**src/ltf_defs.svh**
```systemverilog
// Constants for the link-training frame field block: widths, frame slots,
// field positions, register offsets and reset values.
// Assumes it is included by the package and by every design file.
`ifndef LTF_DEFS_SVH
`define LTF_DEFS_SVH

// Widths
`define LTF_LANES 4
`define LTF_SEED_W 11
`define LTF_FIELD_W 2
`define LTF_WORD_W 16
`define LTF_SLOT_W 5
`define LTF_ADDR_W 12

// Frame slots: marker, control block, status block, then pattern words
`define LTF_SLOT_MARK 5'h00
`define LTF_SLOT_CTRL 5'h01
`define LTF_SLOT_STAT 5'h02
`define LTF_SLOT_LAST 5'h1f
`define LTF_SLOT_ONE 5'h01
`define LTF_MARKER 16'hfff0

// Control block and status block bit positions
`define LTF_CB_PRESET 13
`define LTF_CB_INIT 12
`define LTF_SB_READY 15
`define LTF_F_POST_LSB 4
`define LTF_F_MAIN_LSB 2
`define LTF_F_PRE_LSB 0

// Pattern generator taps and lock-up escape value
`define LTF_PRBS_TAP_A 10
`define LTF_PRBS_TAP_B 8
`define LTF_PRBS_NONZERO 11'h001

// Register byte offsets
`define LTF_REG_CTRL 12'h000
`define LTF_REG_STATUS 12'h004
`define LTF_REG_LANE0 12'h010
`define LTF_LANE_IDX_LSB 2

// Control register fields
`define LTF_CR_EN 0
`define LTF_CR_RESTART 1
`define LTF_CR_PRESET_LSB 4
`define LTF_CR_INIT_LSB 8
`define LTF_CR_RXT_LSB 12

// Lane register fields
`define LTF_LR_SEED_LSB 0
`define LTF_LR_POSTREQ_LSB 16
`define LTF_LR_MAINREQ_LSB 18
`define LTF_LR_PREREQ_LSB 20
`define LTF_LR_POSTST_LSB 24
`define LTF_LR_MAINST_LSB 26
`define LTF_LR_PREST_LSB 28

// Reset values
`define LTF_RST_WORD 16'h0000
`define LTF_RST_DATA 32'h0000_0000
`define LTF_RST_CNT 16'h0000
`define LTF_CNT_ONE 16'h0001

`endif

```
**src/ltf_pkg.sv**
```systemverilog
// Types shared by the link-training frame field block.
// Assumes ltf_defs.svh is on the include path.
`include "ltf_defs.svh"

package ltf_pkg;

  // Settings for one lane, as carried into one outgoing training frame
  typedef struct packed {
    logic [`LTF_SEED_W-1:0] seed;
    logic [`LTF_FIELD_W-1:0] post_req;
    logic [`LTF_FIELD_W-1:0] main_req;
    logic [`LTF_FIELD_W-1:0] pre_req;
    logic [`LTF_FIELD_W-1:0] post_stat;
    logic [`LTF_FIELD_W-1:0] main_stat;
    logic [`LTF_FIELD_W-1:0] pre_stat;
    logic preset;
    logic init;
    logic rx_trained;
  } ltf_lane_cfg_t;

  // Training controller state
  typedef enum logic [0:0] {
    ltf_st_mission = 1'b0,
    ltf_st_train = 1'b1
  } ltf_state_t;

endpackage

```
**src/ltf_frame_fmt.sv**
```systemverilog
// Builds one lane's outgoing training frame word by word.
// Assumes cfg is stable for the whole frame and slot counts up from zero.
`include "ltf_defs.svh"

module ltf_frame_fmt (
  input wire logic pclk,
  input wire logic presetn,
  input wire logic active,
  input wire logic [`LTF_SLOT_W-1:0] slot,
  input wire ltf_pkg::ltf_lane_cfg_t cfg,
  input wire logic [`LTF_SEED_W-1:0] pattern,
  output logic [`LTF_WORD_W-1:0] word_reg
);

  logic [`LTF_WORD_W-1:0] ctrl_word;
  logic [`LTF_WORD_W-1:0] stat_word;

  // Control and status blocks
  always_comb
  begin
    ctrl_word = `LTF_RST_WORD;
    ctrl_word[`LTF_CB_PRESET] = cfg.preset;
    ctrl_word[`LTF_CB_INIT] = cfg.init;
    ctrl_word[`LTF_F_POST_LSB +: `LTF_FIELD_W] = cfg.post_req;
    ctrl_word[`LTF_F_MAIN_LSB +: `LTF_FIELD_W] = cfg.main_req;
    ctrl_word[`LTF_F_PRE_LSB +: `LTF_FIELD_W] = cfg.pre_req;
    stat_word = `LTF_RST_WORD;
    stat_word[`LTF_SB_READY] = cfg.rx_trained;
    stat_word[`LTF_F_POST_LSB +: `LTF_FIELD_W] = cfg.post_stat;
    stat_word[`LTF_F_MAIN_LSB +: `LTF_FIELD_W] = cfg.main_stat;
    stat_word[`LTF_F_PRE_LSB +: `LTF_FIELD_W] = cfg.pre_stat;
  end

  // Word selection by slot; idle lanes send zero words
  always_ff @(posedge pclk or negedge presetn)
  begin
    if (!presetn)
      word_reg <= `LTF_RST_WORD;
    else if (!active)
      word_reg <= `LTF_RST_WORD;
    else
    begin
      case (slot)
        `LTF_SLOT_MARK: word_reg <= `LTF_MARKER;
        `LTF_SLOT_CTRL: word_reg <= ctrl_word;
        `LTF_SLOT_STAT: word_reg <= stat_word;
        default: word_reg <= {{(`LTF_WORD_W-`LTF_SEED_W){1'b0}}, pattern};
      endcase
    end
  end

endmodule

```
**src/ltf_prbs.sv**
```systemverilog
// Training pattern generator for one lane: an 11-bit LFSR.
// Assumes load and step come from logic on the same clock.
`include "ltf_defs.svh"

module ltf_prbs (
  input wire logic pclk,
  input wire logic presetn,
  input wire logic load,
  input wire logic step,
  input wire logic [`LTF_SEED_W-1:0] seed,
  output logic [`LTF_SEED_W-1:0] state_reg
);

  // An all-zero state would lock the LFSR, so a zero seed is replaced
  always_ff @(posedge pclk or negedge presetn)
  begin
    if (!presetn)
      state_reg <= `LTF_PRBS_NONZERO;
    else if (load)
      state_reg <= (seed == '0) ? `LTF_PRBS_NONZERO : seed;
    else if (step)
      state_reg <= {state_reg[`LTF_SEED_W-2:0], state_reg[`LTF_PRBS_TAP_A] ^ state_reg[`LTF_PRBS_TAP_B]};
  end

endmodule

```
**src/ltf_top.sv**
```systemverilog
// Per-lane training frame field block: takes seeds, coefficient requests
// and coefficient status per lane, and emits training frame words.
// Assumes all user inputs come from logic on pclk; APB master on pclk.
//
// Functional notes
// - Every lane has an 11-bit seed that initialises its pattern generator.
// - Each lane's 2-bit post-tap request goes into the control block of every frame.
// - Each lane's 2-bit main-tap request goes into the control block of every frame.
// - Each lane's 2-bit pre-tap request goes into the control block of every frame.
// - Each lane's 2-bit post-tap status goes into the status block of every frame.
// - Each lane's 2-bit main-tap status goes into the status block of every frame.
// - Each lane's 2-bit pre-tap status goes into the status block of every frame.
// - Settings come from the ports in one build variant and from registers in the other.
// - Per-lane preset and initialize bits are sent in each lane's control block.
// - With training disabled all lanes stay in mission mode and send no frames.
// - A restart pulse restarts training from any state while training is enabled; while training is disabled it is ignored.
//
// Decided for this implementation: the placing of the registers and the APB interface to the registers.
`include "ltf_defs.svh"

module ltf_top #(
  parameter bit REG_VARIANT = 1'b0
) (
  input wire logic pclk,
  input wire logic presetn,
  input wire logic [`LTF_ADDR_W-1:0] paddr,
  input wire logic psel,
  input wire logic penable,
  input wire logic pwrite,
  input wire logic [31:0] pwdata,
  output logic [31:0] prdata,
  output logic pready,
  output logic pslverr,
  input wire logic training_enable_input,
  input wire logic training_restart_pulse,
  input wire logic [`LTF_LANES-1:0] preset_bit_per_lane,
  input wire logic [`LTF_LANES-1:0] initialize_bit_per_lane,
  input wire logic [`LTF_LANES-1:0] receiver_trained_per_lane,
  input wire logic [`LTF_SEED_W-1:0] lane0_pattern_seed,
  input wire logic [`LTF_FIELD_W-1:0] lane0_post_tap_request,
  input wire logic [`LTF_FIELD_W-1:0] lane0_main_tap_request,
  input wire logic [`LTF_FIELD_W-1:0] lane0_pre_tap_request,
  input wire logic [`LTF_FIELD_W-1:0] lane0_post_tap_status,
  input wire logic [`LTF_FIELD_W-1:0] lane0_main_tap_status,
  input wire logic [`LTF_FIELD_W-1:0] lane0_pre_tap_status,
  input wire logic [`LTF_SEED_W-1:0] lane1_pattern_seed,
  input wire logic [`LTF_FIELD_W-1:0] lane1_post_tap_request,
  input wire logic [`LTF_FIELD_W-1:0] lane1_main_tap_request,
  input wire logic [`LTF_FIELD_W-1:0] lane1_pre_tap_request,
  input wire logic [`LTF_FIELD_W-1:0] lane1_post_tap_status,
  input wire logic [`LTF_FIELD_W-1:0] lane1_main_tap_status,
  input wire logic [`LTF_FIELD_W-1:0] lane1_pre_tap_status,
  input wire logic [`LTF_SEED_W-1:0] lane2_pattern_seed,
  input wire logic [`LTF_FIELD_W-1:0] lane2_post_tap_request,
  input wire logic [`LTF_FIELD_W-1:0] lane2_main_tap_request,
  input wire logic [`LTF_FIELD_W-1:0] lane2_pre_tap_request,
  input wire logic [`LTF_FIELD_W-1:0] lane2_post_tap_status,
  input wire logic [`LTF_FIELD_W-1:0] lane2_main_tap_status,
  input wire logic [`LTF_FIELD_W-1:0] lane2_pre_tap_status,
  input wire logic [`LTF_SEED_W-1:0] lane3_pattern_seed,
  input wire logic [`LTF_FIELD_W-1:0] lane3_post_tap_request,
  input wire logic [`LTF_FIELD_W-1:0] lane3_main_tap_request,
  input wire logic [`LTF_FIELD_W-1:0] lane3_pre_tap_request,
  input wire logic [`LTF_FIELD_W-1:0] lane3_post_tap_status,
  input wire logic [`LTF_FIELD_W-1:0] lane3_main_tap_status,
  input wire logic [`LTF_FIELD_W-1:0] lane3_pre_tap_status,
  output logic [`LTF_LANES-1:0][`LTF_WORD_W-1:0] lane_tx_word,
  output logic training_active,
  output logic frame_start
);

  ltf_pkg::ltf_lane_cfg_t port_cfg [`LTF_LANES];
  ltf_pkg::ltf_lane_cfg_t reg_cfg [`LTF_LANES];
  ltf_pkg::ltf_lane_cfg_t sel_cfg [`LTF_LANES];
  ltf_pkg::ltf_lane_cfg_t snap_reg [`LTF_LANES];
  logic [`LTF_SEED_W-1:0] pattern [`LTF_LANES];
  logic [31:0] lane_reg [`LTF_LANES];
  logic [31:0] ctrl_reg;
  logic restart_reg;
  logic [15:0] frames_reg;
  logic [31:0] rd_data;
  logic addr_ok;
  logic [`LTF_LANES-1:0] lane_hit;
  ltf_pkg::ltf_state_t state_reg;
  logic [`LTF_SLOT_W-1:0] slot_reg;
  logic sel_en;
  logic sel_restart;
  logic start_train;
  logic is_train;
  logic setup;
  logic wr_done;

  // Direct port settings gathered per lane
  assign port_cfg[0] = {lane0_pattern_seed, lane0_post_tap_request, lane0_main_tap_request,
    lane0_pre_tap_request, lane0_post_tap_status, lane0_main_tap_status, lane0_pre_tap_status,
    preset_bit_per_lane[0], initialize_bit_per_lane[0], receiver_trained_per_lane[0]};
  assign port_cfg[1] = {lane1_pattern_seed, lane1_post_tap_request, lane1_main_tap_request,
    lane1_pre_tap_request, lane1_post_tap_status, lane1_main_tap_status, lane1_pre_tap_status,
    preset_bit_per_lane[1], initialize_bit_per_lane[1], receiver_trained_per_lane[1]};
  assign port_cfg[2] = {lane2_pattern_seed, lane2_post_tap_request, lane2_main_tap_request,
    lane2_pre_tap_request, lane2_post_tap_status, lane2_main_tap_status, lane2_pre_tap_status,
    preset_bit_per_lane[2], initialize_bit_per_lane[2], receiver_trained_per_lane[2]};
  assign port_cfg[3] = {lane3_pattern_seed, lane3_post_tap_request, lane3_main_tap_request,
    lane3_pre_tap_request, lane3_post_tap_status, lane3_main_tap_status, lane3_pre_tap_status,
    preset_bit_per_lane[3], initialize_bit_per_lane[3], receiver_trained_per_lane[3]};

  // Enable and restart source chosen by build variant
  // variant source select
  assign sel_en = REG_VARIANT ? ctrl_reg[`LTF_CR_EN] : training_enable_input;
  assign sel_restart = REG_VARIANT ? restart_reg : training_restart_pulse;
  assign is_train = (state_reg == ltf_pkg::ltf_st_train);
  assign start_train = sel_en && (sel_restart || !is_train);

  // Training controller: mission mode whenever enable is low
  // disable forces mission
  always_ff @(posedge pclk or negedge presetn)
  begin
    if (!presetn)
      state_reg <= ltf_pkg::ltf_st_mission;
    else if (sel_en)
      state_reg <= ltf_pkg::ltf_st_train;
    else
      state_reg <= ltf_pkg::ltf_st_mission;
  end

  // Frame slot counter, rewound on every start or restart
  always_ff @(posedge pclk or negedge presetn)
  begin
    if (!presetn)
      slot_reg <= `LTF_SLOT_MARK;
    else if (start_train || !sel_en)
      slot_reg <= `LTF_SLOT_MARK;
    else if (slot_reg == `LTF_SLOT_LAST)
      slot_reg <= `LTF_SLOT_MARK;
    else
      slot_reg <= slot_reg + `LTF_SLOT_ONE;
  end

  // Output flags aligned with the formatter's registered word
  always_ff @(posedge pclk or negedge presetn)
  begin
    if (!presetn)
    begin
      training_active <= 1'b0;
      frame_start <= 1'b0;
    end
    else
    begin
      training_active <= is_train;
      frame_start <= is_train && (slot_reg == `LTF_SLOT_MARK);
    end
  end

  // Frames sent, visible in the status register
  always_ff @(posedge pclk or negedge presetn)
  begin
    if (!presetn)
      frames_reg <= `LTF_RST_CNT;
    else if (is_train && (slot_reg == `LTF_SLOT_MARK))
      frames_reg <= frames_reg + `LTF_CNT_ONE;
  end

  // Per-lane datapath
  generate
    for (genvar i = 0; i < `LTF_LANES; i++)
    begin : g_lane
      // Register-variant settings unpacked from the lane word and control word
      assign reg_cfg[i] = {lane_reg[i][`LTF_LR_SEED_LSB +: `LTF_SEED_W],
        lane_reg[i][`LTF_LR_POSTREQ_LSB +: `LTF_FIELD_W], lane_reg[i][`LTF_LR_MAINREQ_LSB +: `LTF_FIELD_W],
        lane_reg[i][`LTF_LR_PREREQ_LSB +: `LTF_FIELD_W], lane_reg[i][`LTF_LR_POSTST_LSB +: `LTF_FIELD_W],
        lane_reg[i][`LTF_LR_MAINST_LSB +: `LTF_FIELD_W], lane_reg[i][`LTF_LR_PREST_LSB +: `LTF_FIELD_W],
        ctrl_reg[`LTF_CR_PRESET_LSB + i], ctrl_reg[`LTF_CR_INIT_LSB + i], ctrl_reg[`LTF_CR_RXT_LSB + i]};
      assign sel_cfg[i] = REG_VARIANT ? reg_cfg[i] : port_cfg[i];

      // One snapshot per frame keeps every field of a frame consistent
      // sample at frame start
      always_ff @(posedge pclk or negedge presetn)
      begin
        if (!presetn)
          snap_reg[i] <= '0;
        else if (is_train && (slot_reg == `LTF_SLOT_MARK))
          snap_reg[i] <= sel_cfg[i];
      end

      ltf_prbs u_prbs (
        .pclk(pclk),
        .presetn(presetn),
        .load(start_train),
        .step(is_train && (slot_reg > `LTF_SLOT_STAT)),
        .seed(sel_cfg[i].seed),
        .state_reg(pattern[i])
      );

      ltf_frame_fmt u_fmt (
        .pclk(pclk),
        .presetn(presetn),
        .active(is_train),
        .slot(slot_reg),
        .cfg(snap_reg[i]),
        .pattern(pattern[i]),
        .word_reg(lane_tx_word[i])
      );

      // Lane register writes; ignored by the datapath in the port variant
      always_ff @(posedge pclk or negedge presetn)
      begin
        if (!presetn)
          lane_reg[i] <= `LTF_RST_DATA;
        else if (wr_done && lane_hit[i])
          lane_reg[i] <= pwdata;
      end
      assign lane_hit[i] = (paddr == (`LTF_REG_LANE0 + (`LTF_ADDR_W)'(i << `LTF_LANE_IDX_LSB)));
    end
  endgenerate

  // APB decode; access phase always completes in its first cycle
  assign setup = psel && !penable;
  assign wr_done = psel && penable && pready && pwrite;
  assign addr_ok = (paddr == `LTF_REG_CTRL) || (paddr == `LTF_REG_STATUS) || (|lane_hit);

  // Read mux; unmapped addresses read as zero
  always_comb
  begin
    rd_data = `LTF_RST_DATA;
    if (paddr == `LTF_REG_CTRL)
      rd_data = ctrl_reg;
    else if (paddr == `LTF_REG_STATUS)
      rd_data = {frames_reg, 15'h0000, is_train};
    else
    begin
      for (int k = 0; k < `LTF_LANES; k++)
        if (lane_hit[k])
          rd_data = lane_reg[k];
    end
  end

  // Bus answer registered in the setup cycle
  always_ff @(posedge pclk or negedge presetn)
  begin
    if (!presetn)
    begin
      pready <= 1'b0;
      prdata <= `LTF_RST_DATA;
      pslverr <= 1'b0;
    end
    else
    begin
      pready <= setup;
      prdata <= (setup && !pwrite) ? rd_data : `LTF_RST_DATA;
      pslverr <= setup && !addr_ok;
    end
  end

  // Control register; restart bit is a write-one pulse, never stored
  always_ff @(posedge pclk or negedge presetn)
  begin
    if (!presetn)
    begin
      ctrl_reg <= `LTF_RST_DATA;
      restart_reg <= 1'b0;
    end
    else
    begin
      restart_reg <= wr_done && (paddr == `LTF_REG_CTRL) && pwdata[`LTF_CR_RESTART];
      if (wr_done && (paddr == `LTF_REG_CTRL))
      begin
        ctrl_reg <= pwdata;
        ctrl_reg[`LTF_CR_RESTART] <= 1'b0;
      end
    end
  end
endmodule

```
**config.mk**
```make
export PLATFORM = sky130hd
export DESIGN_NAME = ltf_top
export DESIGN_NICKNAME = d
export VERILOG_FILES = /design/src/ltf_pkg.sv /design/src/ltf_frame_fmt.sv /design/src/ltf_prbs.sv /design/src/ltf_top.sv
export VERILOG_INCLUDE_DIRS = /design/src
export SDC_FILE = /design/constraint.sdc
export NUM_CORES = 1
export LEC_CHECK = 0
export BUFFER_PORTS_ARGS = -buffer_cell sky130_fd_sc_hd__buf_2
export CORE_MARGIN = 3
export CORE_UTILIZATION = 50
export DETAILED_ROUTE_END_ITERATION = 8
export HOLD_SLACK_MARGIN = 0.06
export PLACE_DENSITY = 0.71
export SLEW_MARGIN = 15
export SYNTH_ARGS = -nofsm -noshare
export SYNTH_HDL_FRONTEND = slang
export SYNTH_SLANG_ARGS = --single-unit
export TNS_END_PERCENT = 10
```
**constraint.sdc**
```tcl
create_clock -name pclk -period 2.5 [get_ports pclk]
set_clock_uncertainty 0.2 [all_clocks]
set_input_delay 0.75 -clock pclk [delete_from_list [all_inputs] [get_ports pclk]]
set_output_delay 0.75 -clock pclk [all_outputs]
set_load 0.02 [all_outputs]
```
==> results.yml <==
worst_hold_path:
  worstHoldStart: "training_enable_input"
  hold_class: "primary input to register"
global_route:
  antenna_found_initial: 7
  grt_max_degree: 72
  overflow: 0
  grt_pass1_vias: 11892
  grt_pass1_wl_microns: 65200
  grt_usage: 0.232
synth:
  synth.area.top_cells: "dfrtp_1, mux2_2, mux2i_1, mux2_4, a21oi_1"
  synth_top_flop_cell: "dfrtp_1"
  ys_ff_latch: 377
  ys_seq_area_frac: 0.579
  synth_cell_type_count: 53
  yosysWarnings: 0
  yosysMostFrequentCell: "dfrtp_1"
  synth_edf_count: 0
  synth.avg_cell_area_sq_um: 13.0
  synthCells: 1258
  synth_common_cells: "dfrtp_1, mux2_2, nand2_1"
  netlist_area_sq_mm: 0.0163
  async_flop_share: 1.00
  synth_largest_area_cell: "dfrtp_1"
  synth_nets: 1419
  synth_top_area_share: 0.572
sta:
  slew_headroom: 0.604
  drv_slew: 0
  setup-violations-final: 0
  finalCritPeriodShare: 0.918
  max_slew.worst_pin.slew_ns: 0.594
  postLayoutSetupSlackWorst_ns: 0.204
  layout_min_cycle_time_ns: 2.30
  fmax_mhz: 436
  hold_violations: 0
  grt_setup_unrepaired: "false"
power:
  p_switching_mw: 3.41
  p_int_mw: 10.6
  sequentialPowerShare: 0.476
  p_sw_frac: 0.242
  power_frac_comb: 0.092
  clockPowerShare: 0.432
  leakagePower_nw: 9.98
  power_mw: 14.0
  ir_worst_vdd_mv: 0.477
  power.density_mw_per_mm2: 701
detailed_routing:
  wl_per_cell_microns: 20.0
  vias: 11270
  dr.pass1.iters: 5
  viasPerCell: 5.56
  drcViolationCount: 0
  antenna_left: 0
  routed_wirelength_microns: 40600
  drt_iter0_markers: 631
die:
  core-area_sq_mm: 0.0319
  rows: 65
  chipWidth_microns: 187
  num_io_pins: 255
  initial_utilization: 0.512
  dieArea_sq_mm: 0.0348
  die-height_microns: 187
placed_design:
  gp_congestion: 0.860
  io_buffers: 254
  hpwl_microns: 28500
  dp_slack_ns: -0.206
cts:
  clk_pin_slew_ns: 0.06
  ctsRootBufferMaster: "clkbuf_16"
  cts.path.max_buffers: 3
  post_cts_buffers: 0
  cts_buffers: 41
  cts_tree: "yes"
  clk_latency_ns: 0.53
  cts_sinks: 377
  htree_levels: 2
setup_path:
  startpoint_type: "register"
  critical_path_class: "register to register"
  reg2reg_from: "slot_reg[3]"
  cp-end-kind: "register"
  arrival_ns: 2.51
  crit_fanout: 5
  required_ns: 2.72
  crit_start: "slot_reg[3]"
final_layout:
  largest_reg_flops: 128
  nNetsFinal: 1718
  area_delta_synth_final_pct: 22.8
  layout-drive-gt1-share: 0.423
run_status:
  outcome: "finished, final reports clean"
job:
  drv_cap: 0
[placed cells by master (no fill, tap or decap), types with 7 or more instances in the layout]
cell	count
mux2_2	197
mux2i_1	58
mux4_2	9
nand2b_1	13
nand4_1	7
clkbuf_16	43
dfrtp_1	373
a22oi_1	35
a211o_1	8
a21oi_1	59
buf_2	253
inv_1	18
o21ai_0	55
nand2_1	65
nor2_1	39
buf_12	23
xnor2_1	15
or4_1	8
o22ai_1	16
a21o_1	8
o21a_1	20
a211oi_1	13
and3_1	7
mux2_4	30
nor3_1	12
nand3_1	26
buf_4	70
clkbuf_1	10
[kinds of logic after synthesis]
family	after synthesis	synth area share
AOI/OAI and AO/OA	231	0.0885
xor gates and xnor gates	21	0.0113
adders and majority gates	6	0.00460
buffers and inverters	111	0.0357
and+or+nand+nor	217	0.0690
muxes	295	0.212
DFF	377	0.579
[layer usage]
metal  GRT usage  up-vias  wire (microns)
met1       0.314     5646           17200
met2       0.375      413           19400
met5           0        -              14
met3      0.0535       83            2910
li1            -     5124               -
met4      0.0721        4            1110
[worst max-delay path, cell delays in order (launching register included)]
cell and delay [ns]:
dfrtp_1 0.42, or4b_2 0.74, nor4_2 0.51, nand3_1 0.18, xnor2_1 0.15
[power by group through the flow]
stage | Clock (mW) | Combinational (mW) | Sequential [mW]
detailed placement | 0 | 1.30 | 6.79
global route | 6.49 | 1.42 | 6.72
global placement | 0 | 1.28 | 6.78
floorplan | 0 | 0.610 | 6.78
finish | 6.07 | 1.30 | 6.68
CTS | 6.22 | 1.31 | 6.68
[worst paths after layout]
| path | end | slack (ns) | cells past startpoint |
|---|---|---|---|
| hold / removal | is_train | 0.18 | 1 |
| setup / recovery | frames_reg[15] | 0.20 | 4 |
| setup reg to reg | frames_reg[15] | 0.20 | 4 |
| hold reg to reg | g_lane[0].u_fmt.word_reg[12] | 0.27 | 1 |
| max in group asynchronous | g_lane[2].u_prbs.state_reg[0] | 0.80 | 4 |
| min in group asynchronous | ctrl_reg[28] | 0.49 | 2 |
[metrics by stage]
| stage | hold slack (ns) | setup TNS (ns) | cells | instance area (sq um) | util |
|---|---|---|---|---|---|
| after floorplan | 0.152 | -1.84 | 1258 | 16300 | - |
| after global placement | 0.256 | -23.46 | 1948 | 18700 | 0.585 |
| after detailed placement | 0.260 | -24.36 | 1948 | 18700 | 0.585 |
| after CTS | 0.159 | 0 | 2022 | 20000 | 0.628 |
| after global routing | 0.172 | 0 | 2023 | 20000 | 0.628 |
| final | 0.182 | 0 | 2027 | 20000 | 0.629 |
[layout make-up]
cell class | instances | area (sq um)
Fill cell | 2486 | 11800
Sequential cell | 377 | 9440
Multi-Input combinational cell | 770 | 6330
Timing Repair Buffer | 348 | 2280
Clock buffer | 59 | 1200
Tap cell | 435 | 544
Clock inverter | 14 | 165
Inverter | 19 | 71.3
Antenna cell | 5 | 12.5
[what timing repair did]
item	CTS	global route
hold buffers	1	0
hold endpoints to repair	31	0
gates resized for setup	0	0
Power figures use the tool's default switching activity.
